===== src/rtl/scg_pkg.sv =====
// Package for the sleep clock gating control block: map, fields, types
package scg_pkg;
   // Register map (byte addresses within the system control block)
   localparam logic [31:0] BASE_ADDR = 32'h400f_e000;
   localparam logic [11:0] SLEEP_GATE_OFS = 12'h118;
   localparam logic [11:0] RUN_GATE_OFS = 12'h108;
   localparam logic [11:0] DEEP_GATE_OFS = 12'h128;
   localparam logic [11:0] RUN_CFG_OFS = 12'h060;
   localparam logic [11:0] IRQ_STAT_OFS = 12'h300;
   localparam logic [11:0] IRQ_MASK_OFS = 12'h304;
   localparam logic [11:0] POWER_MODE_OFS = 12'h308;
   // Gate fields
   localparam int PHY_BIT = 30;
   localparam int MAC_BIT = 28;
   localparam int PORT_LSB = 0;
   localparam int PORT_CNT = 7;
   localparam logic [31:0] GATE_WMASK = 32'h5000_007f;
   localparam logic [31:0] GATE_RESET = 32'h0000_0000;
   // Run clock configuration: auto gate select field
   localparam int AUTO_GATE_BIT = 27;
   localparam logic [31:0] RUN_CFG_WMASK = 32'h0800_0000;
   localparam logic [31:0] RUN_CFG_RESET = 32'h0000_0000;
   // Interrupt status bits
   localparam int IRQ_FAULT_BIT = 0;
   localparam int IRQ_CHANGE_BIT = 1;
   localparam int IRQ_W = 2;
   localparam logic [1:0] IRQ_RESET = 2'h0;
   // AXI responses
   localparam logic [1:0] RESP_OKAY = 2'h0;
   localparam logic [1:0] RESP_SLVERR = 2'h2;
   // Power modes
   typedef enum logic [1:0] {
      MODE_RUN = 2'h0,
      MODE_SLEEP = 2'h1,
      MODE_DEEP = 2'h2
   } scg_mode_t;
   // Read channel state
   typedef enum logic [1:0] {
      RD_IDLE = 2'b01,
      RD_RESP = 2'b10
   } scg_rd_state_t;
   // Gated-unit access request carrier
   typedef struct packed {
      logic valid;
      logic [8:0] sel;
   } scg_unit_req_t;
endpackage


===== src/rtl/scg_sleep_gate_ctrl.sv =====
// Sleep mode clock gate enable register with AXI4-Lite slave and unit gating
// Notes on behaviour
// - Set enable clocks unit in sleep
// - Clear enable stops unit clock
// - Access to stopped unit gives bus fault
// - All enables reset to zero
// - Sleep register applies only in sleep
// - Sleep gating needs auto gate select
// - Bit 30 PHY, bit 28 MAC
// - Bits 6..0 ports G down to A
// - Reserved bits read zero, writes ignored
// - Decoded at base plus 0x118
`timescale 1ns/10ps
`default_nettype none
module scg_sleep_gate_ctrl #(
   parameter int UNITS = 9
) (
   input wire logic aclk, // System clock, 20 MHz
   input wire logic aresetn, // Synchronous reset, active low
   input wire logic [31:0] s_axi_awaddr, // Write address
   input wire logic s_axi_awvalid, // Write address valid
   output logic s_axi_awready, // Write address ready
   input wire logic [31:0] s_axi_wdata, // Write data
   input wire logic [3:0] s_axi_wstrb, // Write byte strobes
   input wire logic s_axi_wvalid, // Write data valid
   output logic s_axi_wready, // Write data ready
   output logic [1:0] s_axi_bresp, // Write response
   output logic s_axi_bvalid, // Write response valid
   input wire logic s_axi_bready, // Write response ready
   input wire logic [31:0] s_axi_araddr, // Read address
   input wire logic s_axi_arvalid, // Read address valid
   output logic s_axi_arready, // Read address ready
   output logic [31:0] s_axi_rdata, // Read data
   output logic [1:0] s_axi_rresp, // Read response
   output logic s_axi_rvalid, // Read data valid
   input wire logic s_axi_rready, // Read data ready
   input wire logic [1:0] power_mode, // Current power mode from power manager
   input wire logic unit_req_valid, // Peripheral bus access to a gated unit
   input wire logic [8:0] unit_req_sel, // One-hot unit select of that access
   output logic unit_req_fault, // Bus fault for an access to a stopped unit
   output logic [8:0] unit_clk_en, // Clock enables for gated units, registered
   output logic irq // Level interrupt
);
   // Unit index layout of unit_clk_en: [6:0] ports A..G, [7] MAC, [8] PHY

   logic [31:0] sleep_gate_reg, sleep_gate_next;
   logic [31:0] run_gate_reg, run_gate_next;
   logic [31:0] deep_sleep_gate_reg, deep_sleep_gate_next;
   logic [31:0] run_clock_config_reg, run_clock_config_next;
   logic [1:0] irq_stat_reg, irq_stat_next;
   logic [1:0] irq_mask_reg, irq_mask_next;
   logic [8:0] unit_clk_en_reg;
   logic aw_held_reg, w_held_reg;
   logic [31:0] awaddr_reg, wdata_reg;
   logic [3:0] wstrb_reg;
   logic bvalid_reg;
   logic [1:0] bresp_reg;
   scg_pkg::scg_rd_state_t rd_state_reg;
   logic [31:0] rdata_reg;
   logic [1:0] rresp_reg;
   scg_pkg::scg_unit_req_t unit_req;

   // Map a 32-bit gate register onto the unit enable vector
   function automatic logic [8:0] gate_units(input logic [31:0] r);
      gate_units = {r[scg_pkg::PHY_BIT], r[scg_pkg::MAC_BIT],
                    r[scg_pkg::PORT_LSB + scg_pkg::PORT_CNT - 1:scg_pkg::PORT_LSB]};
   endfunction

   // Byte-lane merge with write mask; reserved bits stay zero
   function automatic logic [31:0] merge(input logic [31:0] old_v, input logic [31:0] new_v,
                                        input logic [3:0] strb, input logic [31:0] wmask);
      logic [31:0] lanes;
      lanes = {{8{strb[3]}}, {8{strb[2]}}, {8{strb[1]}}, {8{strb[0]}}};
      merge = ((old_v & ~lanes) | (new_v & lanes)) & wmask;
   endfunction

   // Register offset match within the block base
   function automatic logic hit(input logic [31:0] addr, input logic [11:0] ofs);
      hit = (addr[31:12] == scg_pkg::BASE_ADDR[31:12]) && (addr[11:0] == ofs);
   endfunction

   // Write channel: both halves captured, then applied in one cycle
   wire aw_take = s_axi_awvalid && s_axi_awready;
   wire w_take = s_axi_wvalid && s_axi_wready;
   wire aw_now = aw_held_reg || aw_take;
   wire w_now = w_held_reg || w_take;
   wire [31:0] wr_addr = aw_held_reg ? awaddr_reg : s_axi_awaddr;
   wire [31:0] wr_data = w_held_reg ? wdata_reg : s_axi_wdata;
   wire [3:0] wr_strb = w_held_reg ? wstrb_reg : s_axi_wstrb;
   wire wr_fire = aw_now && w_now && !bvalid_reg;
   assign s_axi_awready = !aw_held_reg && !bvalid_reg;
   assign s_axi_wready = !w_held_reg && !bvalid_reg;

   // Write decode
   wire wr_sleep = wr_fire && hit(wr_addr, scg_pkg::SLEEP_GATE_OFS);
   wire wr_run = wr_fire && hit(wr_addr, scg_pkg::RUN_GATE_OFS);
   wire wr_deep = wr_fire && hit(wr_addr, scg_pkg::DEEP_GATE_OFS);
   wire wr_cfg = wr_fire && hit(wr_addr, scg_pkg::RUN_CFG_OFS);
   wire wr_mask = wr_fire && hit(wr_addr, scg_pkg::IRQ_MASK_OFS);
   wire wr_known = wr_sleep || wr_run || wr_deep || wr_cfg || wr_mask;

   // Next register values; reserved bits masked to zero
   assign sleep_gate_next = wr_sleep ? merge(sleep_gate_reg, wr_data, wr_strb, scg_pkg::GATE_WMASK)
                                     : sleep_gate_reg;
   assign run_gate_next = wr_run ? merge(run_gate_reg, wr_data, wr_strb, scg_pkg::GATE_WMASK)
                                 : run_gate_reg;
   assign deep_sleep_gate_next = wr_deep ? merge(deep_sleep_gate_reg, wr_data, wr_strb, scg_pkg::GATE_WMASK)
                                         : deep_sleep_gate_reg;
   assign run_clock_config_next = wr_cfg ? merge(run_clock_config_reg, wr_data, wr_strb, scg_pkg::RUN_CFG_WMASK)
                                         : run_clock_config_reg;
   assign irq_mask_next = wr_mask && wr_strb[0] ? wr_data[scg_pkg::IRQ_W-1:0] : irq_mask_reg;

   // Gate selection: sleep set only in sleep with auto gating on
   wire auto_gate_select = run_clock_config_reg[scg_pkg::AUTO_GATE_BIT];
   wire in_sleep = power_mode == scg_pkg::MODE_SLEEP;
   wire in_deep = power_mode == scg_pkg::MODE_DEEP;
   wire [31:0] active_gate = !auto_gate_select ? run_gate_reg
                           : in_sleep ? sleep_gate_reg
                           : in_deep ? deep_sleep_gate_reg
                           : run_gate_reg;
   wire [8:0] en_next = gate_units(active_gate);

   // Unit access fault check against the enables currently applied
   assign unit_req = '{valid: unit_req_valid, sel: unit_req_sel};
   assign unit_req_fault = unit_req.valid && |(unit_req.sel & ~unit_clk_en_reg);

   // Read channel decode
   wire ar_take = s_axi_arvalid && s_axi_arready;
   wire [11:0] rofs = s_axi_araddr[11:0];
   wire rd_base = s_axi_araddr[31:12] == scg_pkg::BASE_ADDR[31:12];
   wire rd_stat = rd_base && rofs == scg_pkg::IRQ_STAT_OFS;
   logic [31:0] rd_val;
   logic rd_ok;
   always_comb begin
      rd_ok = rd_base;
      case (rofs)
         scg_pkg::SLEEP_GATE_OFS: rd_val = sleep_gate_reg;
         scg_pkg::RUN_GATE_OFS: rd_val = run_gate_reg;
         scg_pkg::DEEP_GATE_OFS: rd_val = deep_sleep_gate_reg;
         scg_pkg::RUN_CFG_OFS: rd_val = run_clock_config_reg;
         scg_pkg::IRQ_STAT_OFS: rd_val = {30'h0, irq_stat_reg};
         scg_pkg::IRQ_MASK_OFS: rd_val = {30'h0, irq_mask_reg};
         scg_pkg::POWER_MODE_OFS: rd_val = {30'h0, power_mode};
         default: begin
            rd_val = 32'h0;
            rd_ok = 1'b0;
         end
      endcase
      // Off-block addresses read zero even where the low offset matches
      if (!rd_base) begin
         rd_val = 32'h0;
      end
   end
   assign s_axi_arready = rd_state_reg == scg_pkg::RD_IDLE;

   // Sticky events: set wins over the read clear
   wire [1:0] irq_set = {en_next != unit_clk_en_reg, unit_req_fault};
   assign irq_stat_next = ((ar_take && rd_stat) ? 2'h0 : irq_stat_reg) | irq_set;

   // Register file update
   always_ff @(posedge aclk) begin
      if (!aresetn) begin
         sleep_gate_reg <= scg_pkg::GATE_RESET;
         run_gate_reg <= scg_pkg::GATE_RESET;
         deep_sleep_gate_reg <= scg_pkg::GATE_RESET;
         run_clock_config_reg <= scg_pkg::RUN_CFG_RESET;
         irq_stat_reg <= scg_pkg::IRQ_RESET;
         irq_mask_reg <= scg_pkg::IRQ_RESET;
      end else begin
         sleep_gate_reg <= sleep_gate_next;
         run_gate_reg <= run_gate_next;
         deep_sleep_gate_reg <= deep_sleep_gate_next;
         run_clock_config_reg <= run_clock_config_next;
         irq_stat_reg <= irq_stat_next;
         irq_mask_reg <= irq_mask_next;
      end
   end

   // Enables registered so gating cells see a clean level, never a decode glitch
   always_ff @(posedge aclk) begin
      if (!aresetn) begin
         unit_clk_en_reg <= 9'h000;
      end else begin
         unit_clk_en_reg <= en_next;
      end
   end
   assign unit_clk_en = unit_clk_en_reg;
   assign irq = |(irq_stat_reg & irq_mask_reg);

   // Write channel holding and response
   always_ff @(posedge aclk) begin
      if (!aresetn) begin
         aw_held_reg <= 1'b0;
         w_held_reg <= 1'b0;
         awaddr_reg <= 32'h0;
         wdata_reg <= 32'h0;
         wstrb_reg <= 4'h0;
         bvalid_reg <= 1'b0;
         bresp_reg <= scg_pkg::RESP_OKAY;
      end else begin
         if (aw_take) begin
            awaddr_reg <= s_axi_awaddr;
         end
         if (w_take) begin
            wdata_reg <= s_axi_wdata;
            wstrb_reg <= s_axi_wstrb;
         end
         if (wr_fire) begin
            aw_held_reg <= 1'b0;
            w_held_reg <= 1'b0;
            bvalid_reg <= 1'b1;
            bresp_reg <= wr_known ? scg_pkg::RESP_OKAY : scg_pkg::RESP_SLVERR;
         end else begin
            aw_held_reg <= aw_now;
            w_held_reg <= w_now;
            if (s_axi_bready) begin
               bvalid_reg <= 1'b0;
            end
         end
      end
   end
   assign s_axi_bvalid = bvalid_reg;
   assign s_axi_bresp = bresp_reg;

   // Read channel state machine
   always_ff @(posedge aclk) begin
      if (!aresetn) begin
         rd_state_reg <= scg_pkg::RD_IDLE;
         rdata_reg <= 32'h0;
         rresp_reg <= scg_pkg::RESP_OKAY;
      end else begin
         case (rd_state_reg)
            scg_pkg::RD_IDLE: begin
               if (ar_take) begin
                  rd_state_reg <= scg_pkg::RD_RESP;
                  rdata_reg <= rd_val;
                  rresp_reg <= rd_ok ? scg_pkg::RESP_OKAY : scg_pkg::RESP_SLVERR;
               end
            end
            scg_pkg::RD_RESP: begin
               if (s_axi_rready) begin
                  rd_state_reg <= scg_pkg::RD_IDLE;
               end
            end
            default: rd_state_reg <= scg_pkg::RD_IDLE;
         endcase
      end
   end
   assign s_axi_rvalid = rd_state_reg == scg_pkg::RD_RESP;
   assign s_axi_rdata = rdata_reg;
   assign s_axi_rresp = rresp_reg;
endmodule
`default_nettype wire


===== config.mk =====
export PLATFORM = sky130hd
export DESIGN_NAME = scg_sleep_gate_ctrl
export DESIGN_NICKNAME = d
export VERILOG_FILES = /design/src/rtl/scg_pkg.sv /design/src/rtl/scg_sleep_gate_ctrl.sv
export SDC_FILE = /design/constraint.sdc
export NUM_CORES = 1
export LEC_CHECK = 0
export ABC_AREA = 1
export BUFFER_PORTS_ARGS = -buffer_cell sky130_fd_sc_hd__clkbuf_2
export CAP_MARGIN = 15
export CORE_ASPECT_RATIO = 1.2
export CORE_MARGIN = 1.5
export CORE_UTILIZATION = 54
export CTS_BUF_LIST = sky130_fd_sc_hd__clkbuf_4
export DETAILED_ROUTE_END_ITERATION = 6
export PLACE_DENSITY = 0.83
export SYNTH_ARGS = -nofsm -noshare
export SYNTH_HDL_FRONTEND = slang
export SYNTH_SLANG_ARGS = --single-unit

===== constraint.sdc =====
create_clock -name aclk -period 1.75 [get_ports aclk]
set_input_delay 0.175 -clock aclk [delete_from_list [all_inputs] [get_ports aclk]]
set_output_delay 0.175 -clock aclk [all_outputs]
set_load 0.01 [all_outputs]

==> flow_metrics.py <==
metrics = {
    "clock_network": {
        "cts_tree": "built",
        "cts_buffers": 9,
        "clockBufferDepth": 2,
        "worstSkewPairLatency_ps": 460,
        "clk_transition_reported_paths_ps": 140,
        "htreeDepth": 3,
        "cts_sinks": 102,
        "clockRootBuffer": "clkbuf_4",
    },
    "global_routing": {
        "grt_max_degree": 45,
        "grt_overflow_total": 0,
        "grt_use_total_pct": 26.5,
        "grt_pass1_vias": 5713,
        "antenna_found_initial": 0,
        "grt_pass1_wl_um": 25400,
    },
    "critical_path": {
        "crit_fanout": 8,
        "required_ps": 2160,
        "startpoint_type": "flop",
        "arrival_ps": 2140,
        "worstSetupPathType": "flop to flop",
        "critPathCaptureType": "flop",
    },
    "route": {
        "postRouteAntennaNets": 0,
        "wl_per_cell_um": 12.4,
        "route.met2.wl_um": 8030,
        "top_layer": "met4",
        "wl_um": 15700,
        "viasPerCell": 5.06,
        "vias": 6389,
        "drcViolationCount": 0,
        "drt_iter0_drc": 310,
        "first_pass_iters": 6,
        "m1WireLength_um": 6380,
        "wl_met3_um": 727,
    },
    "synth": {
        "synth-seq-area-share_pct": 34.7,
        "synth_area_sq_um": 5880,
        "ys_types": 37,
        "synth-main-ff-cell": "dfxtp_1",
        "synthCells": 962,
        "ys_ff_latch": 102,
        "yosysWarnings": 0,
        "ys_async_sr_fraction_pct": 0,
        "synth-edff-count": 0,
        "avgSynthCellArea_sq_um": 6.12,
    },
    "timing": {
        "slew_violations": 0,
        "hold_violations": 0,
        "fin_crit_sh_pct": 98.9,
        "worst_slack_ps": 19.4,
        "worst_pin_slew_ps": 530,
        "relSlewSlack_pct": 64.3,
        "rsz0062_at_grt": "yes",
        "fmax_ghz": 0.578,
        "post-route-min-period_ps": 1730,
        "setup_viol": 0,
        "fin_worst_skew_ps": 9.15,
        "tns_ps": 0,
    },
    "layout": {
        "diodes": 0,
        "area_growth_pct": 25.9,
        "design_area_sq_um": 7410,
        "fin_nets": 1250,
        "layout-drive-gt1-share_pct": 22.8,
    },
    "floorplanning": {
        "initial_core_util_pct": 55.7,
        "die-area_sq_um": 11500,
        "die_y_um": 117,
        "rows": 41,
        "die_w_um": 98.3,
        "ios": 171,
        "core-area_sq_um": 10600,
    },
    "power": {
        "pwr-share-clk_pct": 24.9,
        "total_power_mw": 4.82,
        "p_switching_mw": 1.47,
        "internal_power_mw": 3.35,
        "switching_share_pct": 30.5,
        "irDropWorstVdd_uv": 549,
        "powerDensity_nw_per_um2": 651,
        "comb_power_share_pct": 22.6,
        "p_leak_nw": 3.74,
        "p_seq_share_pct": 52.5,
    },
    "place": {
        "gp_congestion": 0.949,
        "place_ws_ps": 33.2,
        "place_area_sq_um": 6720,
        "io_buffers": 122,
        "hpwlAfterDp_um": 11500,
    },
    "flow_run": {
        "max_cap_viol_count": 0,
    },
    "min_path": {
        "min_path_type": "input pin to flop",
    },
    "run_status": {
        "status": "complete, no violations",
    },
}
## placed cells by master (no fill, tap or decap), types with 4 or more instances in the layout
master,count
a21oi_1,38
buf_12,5
buf_4,31
clkbuf_2,121
clkbuf_4,12
conb_1,24
dfxtp_1,97
dfxtp_2,4
dlygate4sd3_1,30
inv_1,97
inv_2,9
nand2_1,221
nand2_2,19
nand3_1,83
nand3_2,5
nand3b_1,6
nand4_1,17
nand4_4,4
nor2_1,195
nor2_2,17
nor2_4,5
o21ai_0,54
o21ai_1,4
or2_2,7
## per-stage QoR
stage	hold slack [ps]	utilization (%)	instances
2_1_floorplan	317	-	985
3_3_place_gp	419	63.6	1213
3_5_place_dp	422	63.6	1213
4_1_cts	1.17	68.0	1260
5_1_grt	6.16	70.1	1263
6_report	14.2	70.1	1263
## cells by family after synthesis
group / count (synthesis) / synth area share, %
muxes: 2 / 0.340
buffers and inverters: 166 / 12.5
AOI/OAI and AO/OA: 102 / 8.91
other: 1 / 0.0637
DFF: 102 / 34.7
and+or+nand+nor: 589 / 43.4
## routing by layer
metal / GRT usage, % / up-vias
li1: - / 3322
met1: 31.6 / 2801
met2: 46.8 / 219
met3: 3.99 / 47
met4: 11.1 / 0
met5: 0 / -
## power groups by stage
stage	Clock [mW]	Sequential, mW	Combinational, mW
3_5_place_dp	0	2.58	0.950
4_1_cts	1.22	2.53	1.01
6_report	1.20	2.53	1.09
5_1_grt	1.32	2.55	1.21
3_3_place_gp	0	2.57	0.932
2_1_floorplan	0	2.56	0.646
## worst paths after layout
check	slack, ps	startpoint	to	cells past startpoint
worst max-delay path	20	aw_held_reg	flop	10
worst min-delay path	10	s_axi_wdata[2]	wdata_reg[2]	3
worst max register to register	20	aw_held_reg	flop	10
worst min register to register	460	wdata_reg[30]	wdata_reg[30]	2
## cell usage after synthesis (3+ instances only)
| cell type | count | share of area, % |
|---|---|---|
| nor2_2 | 5 | 0.53 |
| a21oi_1 | 39 | 3.3 |
| clkbuf_1 | 21 | 1.3 |
| nand4_4 | 3 | 1.1 |
| inv_2 | 7 | 0.45 |
| buf_2 | 8 | 0.68 |
| nand2_2 | 5 | 0.53 |
| or2_2 | 7 | 0.74 |
| nand2_1 | 237 | 15 |
| o21ai_0 | 55 | 4.7 |
| nand3_1 | 88 | 7.5 |
| nor2_1 | 211 | 13 |
| inv_1 | 101 | 6.4 |
| o21ai_1 | 3 | 0.26 |
| dfxtp_1 | 102 | 35 |
| buf_4 | 26 | 3.3 |
| nand4_1 | 17 | 1.8 |
| nand3b_1 | 6 | 0.77 |
## layout make-up
class	count	area, sq um
multi-input cells	718	3370
fillers	928	3160
flip-flops and latches	102	2050
repair buffers	191	1290
inverters	109	414
well taps	129	161
clock buffers	12	90.1
clock inverters	2	35.0
## critical path, stage by stage, from the launching register on
cell and delay [ps]:
dfxtp_4 400, buf_8 140, nor2_4 110, nand3_2 90, nand2_2 100, nand3_4 120, nor2_8 230, nand4_4 220
nand2_2 130, nand2_2 50, nor2_2 100
## repair_timing
action | CTS | global route
hold buffers | 30 | 0
endpoints found under the setup margin | 3 | 32
hold endpoints to repair | 31 | 0
pin swaps | 4 | 27
cloned | 0 | 1
setup buffers | 3 | 2
resized for setup | 10 | 58
(Power assumes the default switching activity.)
